[config.mk]
export PLATFORM = sky130hd
export DESIGN_NAME = pdm_mic_output
export DESIGN_NICKNAME = d
export VERILOG_FILES = /design/src/hdl/pdm_mic_pkg.sv /design/src/hdl/pdm_mic_output.sv
export SDC_FILE = /design/constraint.sdc
export NUM_CORES = 1
export LEC_CHECK = 0
export ABC_AREA = 1
export BUFFER_PORTS_ARGS = -buffer_cell sky130_fd_sc_hd__buf_2
export CORE_UTILIZATION = 45
export CTS_BUF_LIST = sky130_fd_sc_hd__clkbuf_4 sky130_fd_sc_hd__clkbuf_8
export DETAILED_ROUTE_END_ITERATION = 16
export SYNTH_ARGS = -nofsm -noshare
export SYNTH_HDL_FRONTEND = slang
export SYNTH_SLANG_ARGS = --single-unit
[constraint.sdc]
create_clock -name aclk -period 4.57 [get_ports aclk]
set_input_delay 0.914 -clock aclk [delete_from_list [all_inputs] [get_ports aclk]]
set_output_delay 0.914 -clock aclk [all_outputs]
set_load 0.05 [all_outputs]
[src/hdl/pdm_mic_pkg.sv]
package pdm_mic_pkg;
  // Register indexes (printed offsets are not multiples of four: byte address is index*4)
  localparam logic [7:0] IDX_DETECT_ENABLE_CTRL      = 8'h29;
  localparam logic [7:0] IDX_FLOOR_LEVEL_HIGH        = 8'h2A;
  localparam logic [7:0] IDX_FLOOR_LEVEL_LOW         = 8'h2B;
  localparam logic [7:0] IDX_RESERVED_SLOT_A         = 8'h2C;
  localparam logic [7:0] IDX_RESERVED_SLOT_B         = 8'h2D;
  localparam logic [7:0] IDX_RELATIVE_PULSE_MIN_LOW  = 8'h2E;
  localparam logic [7:0] IDX_PULSE_MIN_HIGH_NIBBLES  = 8'h2F;
  localparam logic [7:0] IDX_ABSOLUTE_PULSE_MIN_LOW  = 8'h30;
  localparam logic [7:0] IDX_ABSOLUTE_THRESHOLD_LOW  = 8'h31;
  localparam logic [7:0] IDX_ABSOLUTE_THRESHOLD_HIGH = 8'h32;
  localparam logic [7:0] IDX_RELATIVE_THRESHOLD      = 8'h33;
  localparam logic [7:0] IDX_UNUSED_SLOT_A           = 8'h35;
  localparam logic [7:0] IDX_UNUSED_SLOT_B           = 8'h36;
  localparam logic [7:0] IDX_LINK_STATUS             = 8'h40;
  localparam logic [7:0] IDX_SAMPLE_INPUT            = 8'h41;

  // Field layouts
  localparam logic [7:0] ENABLE_WRITE_MASK  = 8'h0B;
  localparam int         DETECT_ONE_BIT     = 0;
  localparam int         DETECT_TWO_BIT     = 1;
  localparam int         ANALOG_DETECT_BIT  = 3;
  localparam logic [7:0] FIVE_BIT_MASK      = 8'h1F;
  localparam logic [7:0] RESET_VALUE        = 8'h00;

  // Clock-rate classification, in system clock cycles of link clock period
  localparam int SYS_CLK_MHZ            = 20;
  localparam int SLEEP_FREQ_KHZ         = 200;
  localparam int LOW_POWER_FREQ_KHZ     = 768;
  localparam int LOW_POWER_TOL_KHZ      = 32;
  localparam int SLEEP_PERIOD_CYCLES    = (SYS_CLK_MHZ * 1000) / SLEEP_FREQ_KHZ;
  localparam int LP_MAX_PERIOD_CYCLES   = (SYS_CLK_MHZ * 1000) / (LOW_POWER_FREQ_KHZ - LOW_POWER_TOL_KHZ);
  localparam int LP_MIN_PERIOD_CYCLES   = (SYS_CLK_MHZ * 1000 + LOW_POWER_FREQ_KHZ + LOW_POWER_TOL_KHZ - 1)
                                          / (LOW_POWER_FREQ_KHZ + LOW_POWER_TOL_KHZ);

  localparam logic [1:0] AXI_OKAY   = 2'b00;
  localparam logic [1:0] AXI_SLVERR = 2'b10;

  typedef enum logic [1:0] {
    MODE_SLEEP      = 2'b00,
    MODE_LOW_POWER  = 2'b01,
    MODE_NORMAL     = 2'b10
  } link_mode_t;

  typedef struct packed {
    logic       valid;
    logic       bit_value;
  } pdm_word_t;

  typedef struct packed {
    logic [12:0] floor_level;
    logic [11:0] relative_pulse_minimum;
    logic [11:0] absolute_pulse_minimum;
    logic [12:0] absolute_threshold;
    logic [7:0]  relative_threshold;
  } detect_cfg_t;
endpackage

[src/hdl/pdm_mic_output.sv]
// Operation
// - Left channel drives on falling clock edge, right channel on rising edge.
// - After driving its half, device releases the data line to high impedance.
// - Channel select low means right (first half), high means left (second half).
// - Channel select sampled once at power-up; system keeps it steady.
// - Single device changes output on only one edge; line holds last bit.
// - Amplitude encoded as pulse density; alternating bits mean zero signal.
// - Modulator limits peak at digital full scale and keeps running past clipping.
// - Low-power listening entered when clock runs at low-power frequency.
// - Unpowered or sleeping device presents no load on shared data line.
// - While detection active, wake output goes high on sound above threshold.
// - Register 29h holds detect one, detect two, analog enables; others reserved.
// - Multi-byte thresholds and pulse minimums split across 2Ah..33h as laid out.
// - Below sleep limit the device sleeps with data output at high impedance.
`timescale 1ns/1ps
module pdm_mic_output #(
  parameter int ACC_WIDTH = 16
) (
  input  wire logic        aclk,
  input  wire logic        aresetn,
  // AXI4-Lite slave
  input  wire logic [11:0] s_axi_awaddr,
  input  wire logic        s_axi_awvalid,
  output logic             s_axi_awready,
  input  wire logic [31:0] s_axi_wdata,
  input  wire logic [3:0]  s_axi_wstrb,
  input  wire logic        s_axi_wvalid,
  output logic             s_axi_wready,
  output logic [1:0]       s_axi_bresp,
  output logic             s_axi_bvalid,
  input  wire logic        s_axi_bready,
  input  wire logic [11:0] s_axi_araddr,
  input  wire logic        s_axi_arvalid,
  output logic             s_axi_arready,
  output logic [31:0]      s_axi_rdata,
  output logic [1:0]       s_axi_rresp,
  output logic             s_axi_rvalid,
  input  wire logic        s_axi_rready,
  // Link pins
  input  wire logic        pdm_clk,
  input  wire logic        channel_select,
  input  wire logic        powered,
  output logic             data_out,
  output logic             data_oe_n,
  // Modulator and detector side
  input  wire logic [ACC_WIDTH-1:0] sample_in,
  input  wire logic        sample_valid,
  output logic             sample_ready,
  input  wire logic        voice_level_above,
  output logic             wake,
  output logic [1:0]       link_mode
);

  // Pin synchronisers: three stages, change accepted when stages two and three agree
  logic [2:0] clk_sync;
  logic [2:0] sel_sync;
  logic [2:0] pwr_sync;
  logic       clk_level;
  logic       sel_level;
  logic       pwr_level;

  always_ff @(posedge aclk) begin
    if (!aresetn) begin
      clk_sync <= 3'h0;
      sel_sync <= 3'h0;
      pwr_sync <= 3'h0;
    end else begin
      clk_sync <= {clk_sync[1:0], pdm_clk};
      sel_sync <= {sel_sync[1:0], channel_select};
      pwr_sync <= {pwr_sync[1:0], powered};
    end
  end

  wire clk_agree = clk_sync[1] == clk_sync[2];
  wire sel_agree = sel_sync[1] == sel_sync[2];
  wire pwr_agree = pwr_sync[1] == pwr_sync[2];

  always_ff @(posedge aclk) begin
    if (!aresetn) begin
      clk_level <= 1'b0;
      sel_level <= 1'b0;
      pwr_level <= 1'b0;
    end else begin
      if (clk_agree) clk_level <= clk_sync[2];
      if (sel_agree) sel_level <= sel_sync[2];
      if (pwr_agree) pwr_level <= pwr_sync[2];
    end
  end

  logic clk_level_d;
  always_ff @(posedge aclk) begin
    if (!aresetn) clk_level_d <= 1'b0;
    else          clk_level_d <= clk_level;
  end
  wire rise_edge = clk_level & ~clk_level_d;
  wire fall_edge = ~clk_level & clk_level_d;

  // Channel strap latched once, a few cycles after release so the synchroniser has settled
  logic [2:0] strap_wait;
  logic       strap_taken;
  logic       left_channel;
  always_ff @(posedge aclk) begin
    if (!aresetn) begin
      strap_wait   <= 3'h0;
      strap_taken  <= 1'b0;
      left_channel <= 1'b0;
    end else if (!strap_taken) begin
      strap_wait <= strap_wait + 3'h1;
      if (strap_wait == 3'h7) begin
        strap_taken  <= 1'b1;
        left_channel <= sel_level;
      end
    end
  end

  // Clock period measurement selects sleep, low-power listening or normal
  localparam int PW = 8;
  localparam logic [PW-1:0] SLEEP_LIMIT = PW'(pdm_mic_pkg::SLEEP_PERIOD_CYCLES);
  localparam logic [PW-1:0] LP_MAX      = PW'(pdm_mic_pkg::LP_MAX_PERIOD_CYCLES);
  localparam logic [PW-1:0] LP_MIN      = PW'(pdm_mic_pkg::LP_MIN_PERIOD_CYCLES);

  logic [PW-1:0] period_count;
  pdm_mic_pkg::link_mode_t mode;
  pdm_mic_pkg::link_mode_t next_mode;

  // Count reads one less than the period in cycles at the rise that ends it
  wire period_expired = period_count >= SLEEP_LIMIT;
  wire period_is_lp   = (period_count >= LP_MIN - PW'(1)) && (period_count < LP_MAX);

  always_comb begin
    next_mode = mode;
    if (period_expired || !pwr_level) begin
      next_mode = pdm_mic_pkg::MODE_SLEEP;
    end else if (rise_edge) begin
      case (mode)
        pdm_mic_pkg::MODE_SLEEP,
        pdm_mic_pkg::MODE_LOW_POWER,
        pdm_mic_pkg::MODE_NORMAL: begin
          next_mode = period_is_lp ? pdm_mic_pkg::MODE_LOW_POWER : pdm_mic_pkg::MODE_NORMAL;
        end
        default: next_mode = pdm_mic_pkg::MODE_SLEEP;
      endcase
    end
  end

  always_ff @(posedge aclk) begin
    if (!aresetn) begin
      period_count <= '0;
      mode         <= pdm_mic_pkg::MODE_SLEEP;
    end else begin
      mode <= next_mode;
      if (rise_edge)            period_count <= '0;
      else if (!period_expired) period_count <= period_count + PW'(1);
    end
  end

  // Two-entry buffer between the sample source and the modulator
  logic [ACC_WIDTH-1:0] buf_mem [2];
  logic                 buf_wr;
  logic                 buf_rd;
  logic [1:0]           buf_count;
  wire  buf_full  = buf_count == 2'd2;
  wire  buf_empty = buf_count == 2'd0;
  wire  mod_step  = left_channel ? fall_edge : rise_edge;
  wire  buf_push  = sample_valid && !buf_full;
  wire  buf_pop   = mod_step && !buf_empty && mode != pdm_mic_pkg::MODE_SLEEP;

  always_ff @(posedge aclk) begin
    if (!aresetn) begin
      buf_wr       <= 1'b0;
      buf_rd       <= 1'b0;
      buf_count    <= 2'd0;
      sample_ready <= 1'b0;
    end else begin
      if (buf_push) begin
        buf_mem[buf_wr] <= sample_in;
        buf_wr          <= ~buf_wr;
      end
      if (buf_pop) buf_rd <= ~buf_rd;
      buf_count    <= buf_count + 2'(buf_push) - 2'(buf_pop);
      sample_ready <= (buf_count + 2'(buf_push) - 2'(buf_pop)) != 2'd2;
    end
  end

  // First-order sigma-delta: bit density follows amplitude, saturates at full scale
  // Held sample repeats when the buffer runs dry, so the stream never stops
  logic [ACC_WIDTH-1:0] held_sample;
  logic [ACC_WIDTH:0]   accum;
  wire  [ACC_WIDTH-1:0] cur_sample = buf_empty ? held_sample : buf_mem[buf_rd];
  wire  [ACC_WIDTH:0]   next_accum = {1'b0, accum[ACC_WIDTH-1:0]} + {1'b0, cur_sample};

  always_ff @(posedge aclk) begin
    if (!aresetn) begin
      held_sample <= {1'b1, {(ACC_WIDTH-1){1'b0}}};
      accum       <= '0;
    end else if (mod_step && mode != pdm_mic_pkg::MODE_SLEEP) begin
      held_sample <= cur_sample;
      accum       <= next_accum;
    end
  end

  // Drive in own half only, release for the partner's half and in sleep
  wire own_half = left_channel ? ~clk_level : clk_level;
  always_ff @(posedge aclk) begin
    if (!aresetn) begin
      data_out  <= 1'b0;
      data_oe_n <= 1'b1;
    end else begin
      if (mod_step && mode != pdm_mic_pkg::MODE_SLEEP) data_out <= next_accum[ACC_WIDTH];
      data_oe_n <= !(own_half && mode != pdm_mic_pkg::MODE_SLEEP && pwr_level);
    end
  end

  // Register file
  logic [7:0] detect_enable_ctrl;
  logic [7:0] floor_level_high;
  logic [7:0] floor_level_low;
  logic [7:0] relative_pulse_min_low;
  logic [7:0] pulse_min_high_nibbles;
  logic [7:0] absolute_pulse_min_low;
  logic [7:0] absolute_threshold_low;
  logic [7:0] absolute_threshold_high;
  logic [7:0] relative_threshold;
  logic [7:0] unused_slot_a;
  logic [7:0] unused_slot_b;

  pdm_mic_pkg::detect_cfg_t cfg;
  assign cfg.floor_level            = {floor_level_high[4:0], floor_level_low};
  assign cfg.relative_pulse_minimum = {pulse_min_high_nibbles[3:0], relative_pulse_min_low};
  assign cfg.absolute_pulse_minimum = {pulse_min_high_nibbles[7:4], absolute_pulse_min_low};
  assign cfg.absolute_threshold     = {absolute_threshold_high[4:0], absolute_threshold_low};
  assign cfg.relative_threshold     = relative_threshold;

  function automatic logic [7:0] reg_index(input logic [11:0] addr);
    reg_index = addr[9:2];
  endfunction

  // Write channel: address and data accepted in either order, response after both
  logic [11:0] aw_addr;
  logic        aw_held;
  logic [31:0] w_data;
  logic [3:0]  w_strb;
  logic        w_held;
  wire         do_write = aw_held && w_held && !s_axi_bvalid;
  wire  [7:0]  widx = reg_index(aw_addr);
  wire         lane0 = w_strb[0];
  wire  [7:0]  wbyte = w_data[7:0];

  wire  wr_map = widx inside {pdm_mic_pkg::IDX_DETECT_ENABLE_CTRL, pdm_mic_pkg::IDX_FLOOR_LEVEL_HIGH,
                              pdm_mic_pkg::IDX_FLOOR_LEVEL_LOW, pdm_mic_pkg::IDX_RESERVED_SLOT_A,
                              pdm_mic_pkg::IDX_RESERVED_SLOT_B, pdm_mic_pkg::IDX_RELATIVE_PULSE_MIN_LOW,
                              pdm_mic_pkg::IDX_PULSE_MIN_HIGH_NIBBLES, pdm_mic_pkg::IDX_ABSOLUTE_PULSE_MIN_LOW,
                              pdm_mic_pkg::IDX_ABSOLUTE_THRESHOLD_LOW, pdm_mic_pkg::IDX_ABSOLUTE_THRESHOLD_HIGH,
                              pdm_mic_pkg::IDX_RELATIVE_THRESHOLD, pdm_mic_pkg::IDX_UNUSED_SLOT_A,
                              pdm_mic_pkg::IDX_UNUSED_SLOT_B, pdm_mic_pkg::IDX_LINK_STATUS,
                              pdm_mic_pkg::IDX_SAMPLE_INPUT} && aw_addr[11:10] == 2'b00;

  always_ff @(posedge aclk) begin
    if (!aresetn) begin
      aw_addr       <= 12'h000;
      aw_held       <= 1'b0;
      w_data        <= 32'h0000_0000;
      w_strb        <= 4'h0;
      w_held        <= 1'b0;
      s_axi_awready <= 1'b0;
      s_axi_wready  <= 1'b0;
      s_axi_bvalid  <= 1'b0;
      s_axi_bresp   <= pdm_mic_pkg::AXI_OKAY;
    end else begin
      s_axi_awready <= !aw_held && !s_axi_awready && s_axi_awvalid;
      s_axi_wready  <= !w_held && !s_axi_wready && s_axi_wvalid;
      if (s_axi_awvalid && s_axi_awready) begin
        aw_addr <= s_axi_awaddr;
        aw_held <= 1'b1;
      end
      if (s_axi_wvalid && s_axi_wready) begin
        w_data <= s_axi_wdata;
        w_strb <= s_axi_wstrb;
        w_held <= 1'b1;
      end
      if (do_write) begin
        aw_held      <= 1'b0;
        w_held       <= 1'b0;
        s_axi_bvalid <= 1'b1;
        s_axi_bresp  <= wr_map ? pdm_mic_pkg::AXI_OKAY : pdm_mic_pkg::AXI_SLVERR;
      end else if (s_axi_bvalid && s_axi_bready) begin
        s_axi_bvalid <= 1'b0;
      end
    end
  end

  always_ff @(posedge aclk) begin
    if (!aresetn) begin
      detect_enable_ctrl      <= pdm_mic_pkg::RESET_VALUE;
      floor_level_high        <= pdm_mic_pkg::RESET_VALUE;
      floor_level_low         <= pdm_mic_pkg::RESET_VALUE;
      relative_pulse_min_low  <= pdm_mic_pkg::RESET_VALUE;
      pulse_min_high_nibbles  <= pdm_mic_pkg::RESET_VALUE;
      absolute_pulse_min_low  <= pdm_mic_pkg::RESET_VALUE;
      absolute_threshold_low  <= pdm_mic_pkg::RESET_VALUE;
      absolute_threshold_high <= pdm_mic_pkg::RESET_VALUE;
      relative_threshold      <= pdm_mic_pkg::RESET_VALUE;
      unused_slot_a           <= pdm_mic_pkg::RESET_VALUE;
      unused_slot_b           <= pdm_mic_pkg::RESET_VALUE;
    end else if (do_write && lane0 && aw_addr[11:10] == 2'b00) begin
      case (widx)
        pdm_mic_pkg::IDX_DETECT_ENABLE_CTRL:      detect_enable_ctrl <= wbyte & pdm_mic_pkg::ENABLE_WRITE_MASK;
        pdm_mic_pkg::IDX_FLOOR_LEVEL_HIGH:        floor_level_high <= wbyte & pdm_mic_pkg::FIVE_BIT_MASK;
        pdm_mic_pkg::IDX_FLOOR_LEVEL_LOW:         floor_level_low <= wbyte;
        pdm_mic_pkg::IDX_RELATIVE_PULSE_MIN_LOW:  relative_pulse_min_low <= wbyte;
        pdm_mic_pkg::IDX_PULSE_MIN_HIGH_NIBBLES:  pulse_min_high_nibbles <= wbyte;
        pdm_mic_pkg::IDX_ABSOLUTE_PULSE_MIN_LOW:  absolute_pulse_min_low <= wbyte;
        pdm_mic_pkg::IDX_ABSOLUTE_THRESHOLD_LOW:  absolute_threshold_low <= wbyte;
        pdm_mic_pkg::IDX_ABSOLUTE_THRESHOLD_HIGH: absolute_threshold_high <= wbyte & pdm_mic_pkg::FIVE_BIT_MASK;
        pdm_mic_pkg::IDX_RELATIVE_THRESHOLD:      relative_threshold <= wbyte;
        // Kept as plain storage; the analog path that uses them lies outside this block
        pdm_mic_pkg::IDX_UNUSED_SLOT_A:           unused_slot_a <= wbyte;
        pdm_mic_pkg::IDX_UNUSED_SLOT_B:           unused_slot_b <= wbyte;
        default: ;
      endcase
    end
  end

  // Read channel
  logic [7:0] read_byte;
  wire  [7:0] ridx = reg_index(s_axi_araddr);
  always_comb begin
    read_byte = 8'h00;
    case (ridx)
      pdm_mic_pkg::IDX_DETECT_ENABLE_CTRL:      read_byte = detect_enable_ctrl;
      pdm_mic_pkg::IDX_FLOOR_LEVEL_HIGH:        read_byte = floor_level_high;
      pdm_mic_pkg::IDX_FLOOR_LEVEL_LOW:         read_byte = floor_level_low;
      pdm_mic_pkg::IDX_RELATIVE_PULSE_MIN_LOW:  read_byte = relative_pulse_min_low;
      pdm_mic_pkg::IDX_PULSE_MIN_HIGH_NIBBLES:  read_byte = pulse_min_high_nibbles;
      pdm_mic_pkg::IDX_ABSOLUTE_PULSE_MIN_LOW:  read_byte = absolute_pulse_min_low;
      pdm_mic_pkg::IDX_ABSOLUTE_THRESHOLD_LOW:  read_byte = absolute_threshold_low;
      pdm_mic_pkg::IDX_ABSOLUTE_THRESHOLD_HIGH: read_byte = absolute_threshold_high;
      pdm_mic_pkg::IDX_RELATIVE_THRESHOLD:      read_byte = relative_threshold;
      pdm_mic_pkg::IDX_UNUSED_SLOT_A:           read_byte = unused_slot_a;
      pdm_mic_pkg::IDX_UNUSED_SLOT_B:           read_byte = unused_slot_b;
      pdm_mic_pkg::IDX_LINK_STATUS:             read_byte = {3'h0, wake, left_channel, strap_taken, mode};
      pdm_mic_pkg::IDX_SAMPLE_INPUT:            read_byte = {6'h00, buf_count};
      default:                                  read_byte = 8'h00;
    endcase
  end

  wire rd_map = ridx inside {pdm_mic_pkg::IDX_DETECT_ENABLE_CTRL, pdm_mic_pkg::IDX_FLOOR_LEVEL_HIGH,
                             pdm_mic_pkg::IDX_FLOOR_LEVEL_LOW, pdm_mic_pkg::IDX_RESERVED_SLOT_A,
                             pdm_mic_pkg::IDX_RESERVED_SLOT_B, pdm_mic_pkg::IDX_RELATIVE_PULSE_MIN_LOW,
                             pdm_mic_pkg::IDX_PULSE_MIN_HIGH_NIBBLES, pdm_mic_pkg::IDX_ABSOLUTE_PULSE_MIN_LOW,
                             pdm_mic_pkg::IDX_ABSOLUTE_THRESHOLD_LOW, pdm_mic_pkg::IDX_ABSOLUTE_THRESHOLD_HIGH,
                             pdm_mic_pkg::IDX_RELATIVE_THRESHOLD, pdm_mic_pkg::IDX_UNUSED_SLOT_A,
                             pdm_mic_pkg::IDX_UNUSED_SLOT_B, pdm_mic_pkg::IDX_LINK_STATUS,
                             pdm_mic_pkg::IDX_SAMPLE_INPUT} && s_axi_araddr[11:10] == 2'b00;

  always_ff @(posedge aclk) begin
    if (!aresetn) begin
      s_axi_arready <= 1'b0;
      s_axi_rvalid  <= 1'b0;
      s_axi_rdata   <= 32'h0000_0000;
      s_axi_rresp   <= pdm_mic_pkg::AXI_OKAY;
    end else begin
      s_axi_arready <= s_axi_arvalid && !s_axi_arready && !s_axi_rvalid;
      if (s_axi_arvalid && s_axi_arready) begin
        s_axi_rvalid <= 1'b1;
        s_axi_rdata  <= {24'h000000, read_byte};
        s_axi_rresp  <= rd_map ? pdm_mic_pkg::AXI_OKAY : pdm_mic_pkg::AXI_SLVERR;
      end else if (s_axi_rvalid && s_axi_rready) begin
        s_axi_rvalid <= 1'b0;
      end
    end
  end

  // Wake: any digital variant armed, listening in low-power mode, level above threshold
  logic [2:0] level_sync;
  wire level_agree = level_sync[1] == level_sync[2];
  wire digital_armed = detect_enable_ctrl[pdm_mic_pkg::DETECT_ONE_BIT] |
                       detect_enable_ctrl[pdm_mic_pkg::DETECT_TWO_BIT];
  wire detect_active = digital_armed && mode == pdm_mic_pkg::MODE_LOW_POWER;
  always_ff @(posedge aclk) begin
    if (!aresetn) begin
      level_sync <= 3'h0;
      wake       <= 1'b0;
      link_mode  <= pdm_mic_pkg::MODE_SLEEP;
    end else begin
      level_sync <= {level_sync[1:0], voice_level_above};
      link_mode  <= mode;
      if (!detect_active) wake <= 1'b0;
      else if (level_agree) wake <= level_sync[2];
    end
  end

endmodule // pdm_mic_output

== After elaboration in Yosys (flattened, before gate mapping) ==
Memories as Yosys holds them, arrays and structs flattened. A register that Yosys moved wholly into a read port is not among the register bits.
Index checks and enable logic that the tools add are counted.
Word-level totals
  register bits after elaboration: 190
  latch bits: 0
  memory bits (writable): 32
  ROM bits: 0
  input bits: 88
  output and inout port bits: 47
  logic and storage cells: 186
  memories: 1
Memory list
  buf_mem: words 2, bits a word 16, read ports 1, clocked after memory_dff 1, wr ports 1, line pdm_mic_output.sv:158  | logic [ACC_WIDTH-1:0] buf_mem [2];
Operators by class
  add/subtract/negate cells: 5
  multiply operators: 0
  divide/modulo/power cells: 0
  order comparisons: 3
  equal/unequal tests: 39
  shift-type cells: 0
  multiplexer cells: 19
  bitwise logic cells: 9
  reductions and logical operators: 63
Operator list (count)
  $eq A8 B6 Y1 const B: 26
  $pmux W8 S13: 1
  $eq A8 B7 Y1 const B: 4
  $reduce_bool A15 Y1: 2
  $reduce_and A2 Y1: 13
  $logic_and A1 B1 Y1: 25
  $add A16 B16 Y17: 1
  $mux W16: 1
  $mux W1: 13
  $logic_not A1 Y1: 11
  $add A8 B1 Y8 const B: 1
  $ge A8 B5 Y1 const B: 1
  $ge A8 B7 Y1 const B: 1
  $logic_not A2 Y1: 4
  $lt A8 B5 Y1 const B: 1
  $mux W2: 4
  $not A1 Y1: 6
  $reduce_bool A2 Y1: 3
  $reduce_or A2 Y1: 3
  $eq A1 B1 Y1: 4
  $eq A2 B2 Y1 const B: 2
  $add A3 B1 Y3 const B: 1
  $eq A3 B3 Y1 const B: 1
  $reduce_or A3 Y1: 1
  other kinds (7): 8

== Longest topological paths before layout ==
  word-level depth: 7
  gate-level depth with buffers: 19
  mapped depth without buffers: 18

== Worst setup path after synthesis ==
No wires, ideal clock.
  path kind: input port to flip-flop
  start point: input port aresetn
  end point: memory buf_mem[1][0] (enable)
  library setup time: 409 ps
  arrival: 2324 ps
  data required time: 4161 ps
  slack: 1837 ps
  stages on the path: 3
  path buffers: 1
  path through: inv_1 > clkbuf_1 > nor3_1
Between the ends
  longest elaborated chain between the ends: 2
Ends and longest elaborated chain
  start, declared: line pdm_mic_output.sv:20  | input wire logic aresetn,
  $mux W1: line pdm_mic_output.sv:169  | if (!aresetn) begin
  $mux W1 (not written as such): line pdm_mic_output.sv:176  | buf_mem[buf_wr] <= sample_in;
  end, declared: line pdm_mic_output.sv:158
Every way passes these cells.

==> results.cfg <==
[run_status]
status = complete, no violations

[hold_path]
hold_path_depth = 2
holdPathEnd = pwr_sync[1]
holdCritStartpoint = pwr_sync[0]
min_path_type = reg -> reg

[synth]
syn_inst = 1328
ys.flop_type = dfxtp_1
synth-seq-cells = 219
ys_types = 46
synthXorXnorAreaFrac_pct = 0.434
yosysMostFrequentCell = nand2_1
ys_warn_count = 0
syn_area_per_cell_sq_um = 7.59
yosysTopAreaCell = dfxtp_1
netlist_area_sq_um = 10100
synthTopCellsByCount = nand2_1, dfxtp_1, a21oi_1, nor2_1, inv_1
synth_edf_count = 32
seq_area_frac_synth_pct = 46.7
ys_async_sr_fraction_pct = 0
synth_top_family_by_area = simple AND/OR/NAND/NOR gates
synthMuxAreaShare_pct = 0
synthAdderAreaFrac_pct = 2.93
synth_top_area_share_pct = 37.1
synth_simple_gate_area_share_pct = 24.0
synth_compound_area_share_pct = 16.1
synth_area_leaders = dfxtp_1, edfxtp_1, nand2_1

[timing]
holdWs_ps = 413
fin_crit_sh_pct = 67.7
worst_pin_slew_ps = 844
setup_violations = 0
maxSlewHeadroom_pct = 43.5
slew_viol_final = 0
period_needed_ps = 3090
finalSetupTns_ps = 0
finalHoldViolations = 0
finClkSkew_ps = 27.3
rsz0062_at_grt = no
fmax_mhz = 323

[floorplan]
core_region_area_sq_um = 21900
fp-row-count = 54
initial_core_util_pct = 46.1
die-width_um = 152
ios = 135
die_area_sq_um = 23000
die_y_um = 152

[pwr]
combinationalPowerShare_pct = 9.0
power_frac_clock_pct = 45.4
switching_share_pct = 26.1
finalPower_uw = 4450
p_switching_uw = 1160
p_per_area_nw_per_um2 = 391
pwr-share-seq_pct = 45.5
intPower_uw = 3290
leakage_uw = 0.00483
peakVddDrop_uv = 281

[clocking]
cts.sinks = 219
holdBufCountCts = 0
htree_levels = 2
cts_tree = yes
path_clk_slew_ps = 60
clockBufferDepth = 3
cts_buffers = 39
clk_latency_ps = 550
root_buffer = clkbuf_8
cts_resized = 0
post-cts-setup-buffers = 0

[place]
portBuffers = 77
gp_congestion = 0.897
placed_cells = 1637
dpl.hpwl_mm = 17.1

[global_route]
grt.total_usage_pct = 22.1
antenna_found_initial = 0
grt_max_degree = 74
grt_pass1_vias = 7936
grt_remaining_overflow = 0
grt_pass1_wl_mm = 39.5

[routing]
drt-met1-wl_mm = 11.3
drc = 0
routed-wl-met3_mm = 1.22
highest_layer = met4
routedWlPerCell_um = 14.7
via_per_inst = 5.07
drtIter0Drc = 474
drt.antenna.violating_nets = 0
dr_wl_met2_mm = 12.1
drtPass1Iterations = 5
routed_wl_mm = 25.1
num_vias = 8655

[critical_path]
crit_arrival_ps = 3520
reg2reg_depth = 15
critical_path_class = reg -> reg
cp-end-kind = flop
critPathLaunchType = flop
r2r_end = accum[10]
cp_max_fo = 17
cp.required_ps = 5000
reg2reg_slack_ps = 1480

[layout]
fin_util_pct = 52.0
fillCellCount = 2177
drive_gt1_share_pct = 13.4
nets = 1509
area_growth_pct = 12.9
n_antenna_cell = 0
layout.cells.non_filler = 1708

[job]
drv_cap = 0
[cell families after synthesis]
logic type,count (synthesis)
simple gates,550
compound gates,312
flops,219
buf+inv,218
fa+ha+maj,23
xor+xnor,5
other cells,1
[worst max-delay path, cell delays in order (launching register included)]
cell and delay (ps):
dfxtp_1 730, inv_1 450, o211ai_1 370, o21ai_0 180, inv_1 120, fa_1 200
inv_1 50, nand3_1 60, nand2_1 130, nand2_1 90, nand2_1 100, and2_1 170
o21bai_1 120, nand3_1 80, nand2_1 90, inv_1 30
[state kept, by name, summed over array words and instances, names as in the netlist, 10 cells and up, named ones only]
name / count
aw_addr: 10
accum: 16
held_sample: 16
buf_mem: 32
[power groups by stage]
stage          logic (uW)  registers, uW  clock network (uW)
3_3_place_gp          398           2070                   0
6_report              402           2030                2020
2_1_floorplan         303           2070                   0
3_5_place_dp          402           2070                   0
5_1_grt               450           2030                2160
4_1_cts               404           2030                2070
[placed cells by master, fill, tap and decap left out, types with 3 or more instances in the layout]
cell / netlist / layout
clkinv_1: 2 / 4
nand4_1: 9 / 9
buf_2: 17 / 76
nor2_2: 7 / 7
edfxtp_1: 32 / 32
o21bai_1: 5 / 5
xnor2_1: 3 / 3
nor3_2: 2 / 3
o211ai_1: 3 / 3
clkbuf_4: 0 / 8
o21ai_0: 118 / 118
nor3_4: 4 / 4
nand2_2: 3 / 3
dfxtp_1: 187 / 187
conb_1: 1 / 26
a21oi_1: 160 / 160
nand3_1: 106 / 106
inv_2: 8 / 9
inv_1: 126 / 125
or2_2: 4 / 4
o21ai_1: 8 / 8
nand2_1: 229 / 229
ha_1: 22 / 22
nand3b_1: 4 / 4
a31oi_1: 4 / 4
clkinv_2: 0 / 5
clkbuf_8: 0 / 51
nor4_1: 3 / 3
nor2_1: 160 / 160
o21a_1: 8 / 8
buf_4: 27 / 9
nor3_1: 13 / 12
[layout make-up]
class	count	area, sq um	area share (%)
repair buffers	85	448	3.93
clock buffers	59	762	6.69
inverters	137	519	4.56
clock inverters	12	118	1.03
flip-flops and latches	219	4700	41.3
well taps	280	350	3.08
multi-input cells	916	4490	39.4
[routing by layer]
layer  global-route usage [%]  vias up
met1                     27.6     3919
met2                     38.1      207
met3                     3.83       42
met5                        0        -
met4                     7.52        0
li1                         -     4487
[through the flow]
stage / setup slack [ps] / area [sq um]
finish: 1480 / 11400
global route: 1270 / 11400
CTS: 1430 / 11400
detailed placement: 1470 / 10500
global placement: 1510 / 10500
floorplan: 1840 / 10200
[worst max-delay path by stage]
stage                     slack (ps)             to  cells after the start  startpoint
final                           1480      accum[10]                     15        flop
after global routing            1270      accum[10]                     15        flop
after CTS                       1430      accum[10]                     17        flop
after detailed placement        1470      accum[10]                     17        flop
after global placement          1510      accum[10]                     17        flop
after floorplan                 1840  buf_mem[1][0]                      3     aresetn
Note: power is estimated with default switching activity, not from simulation.
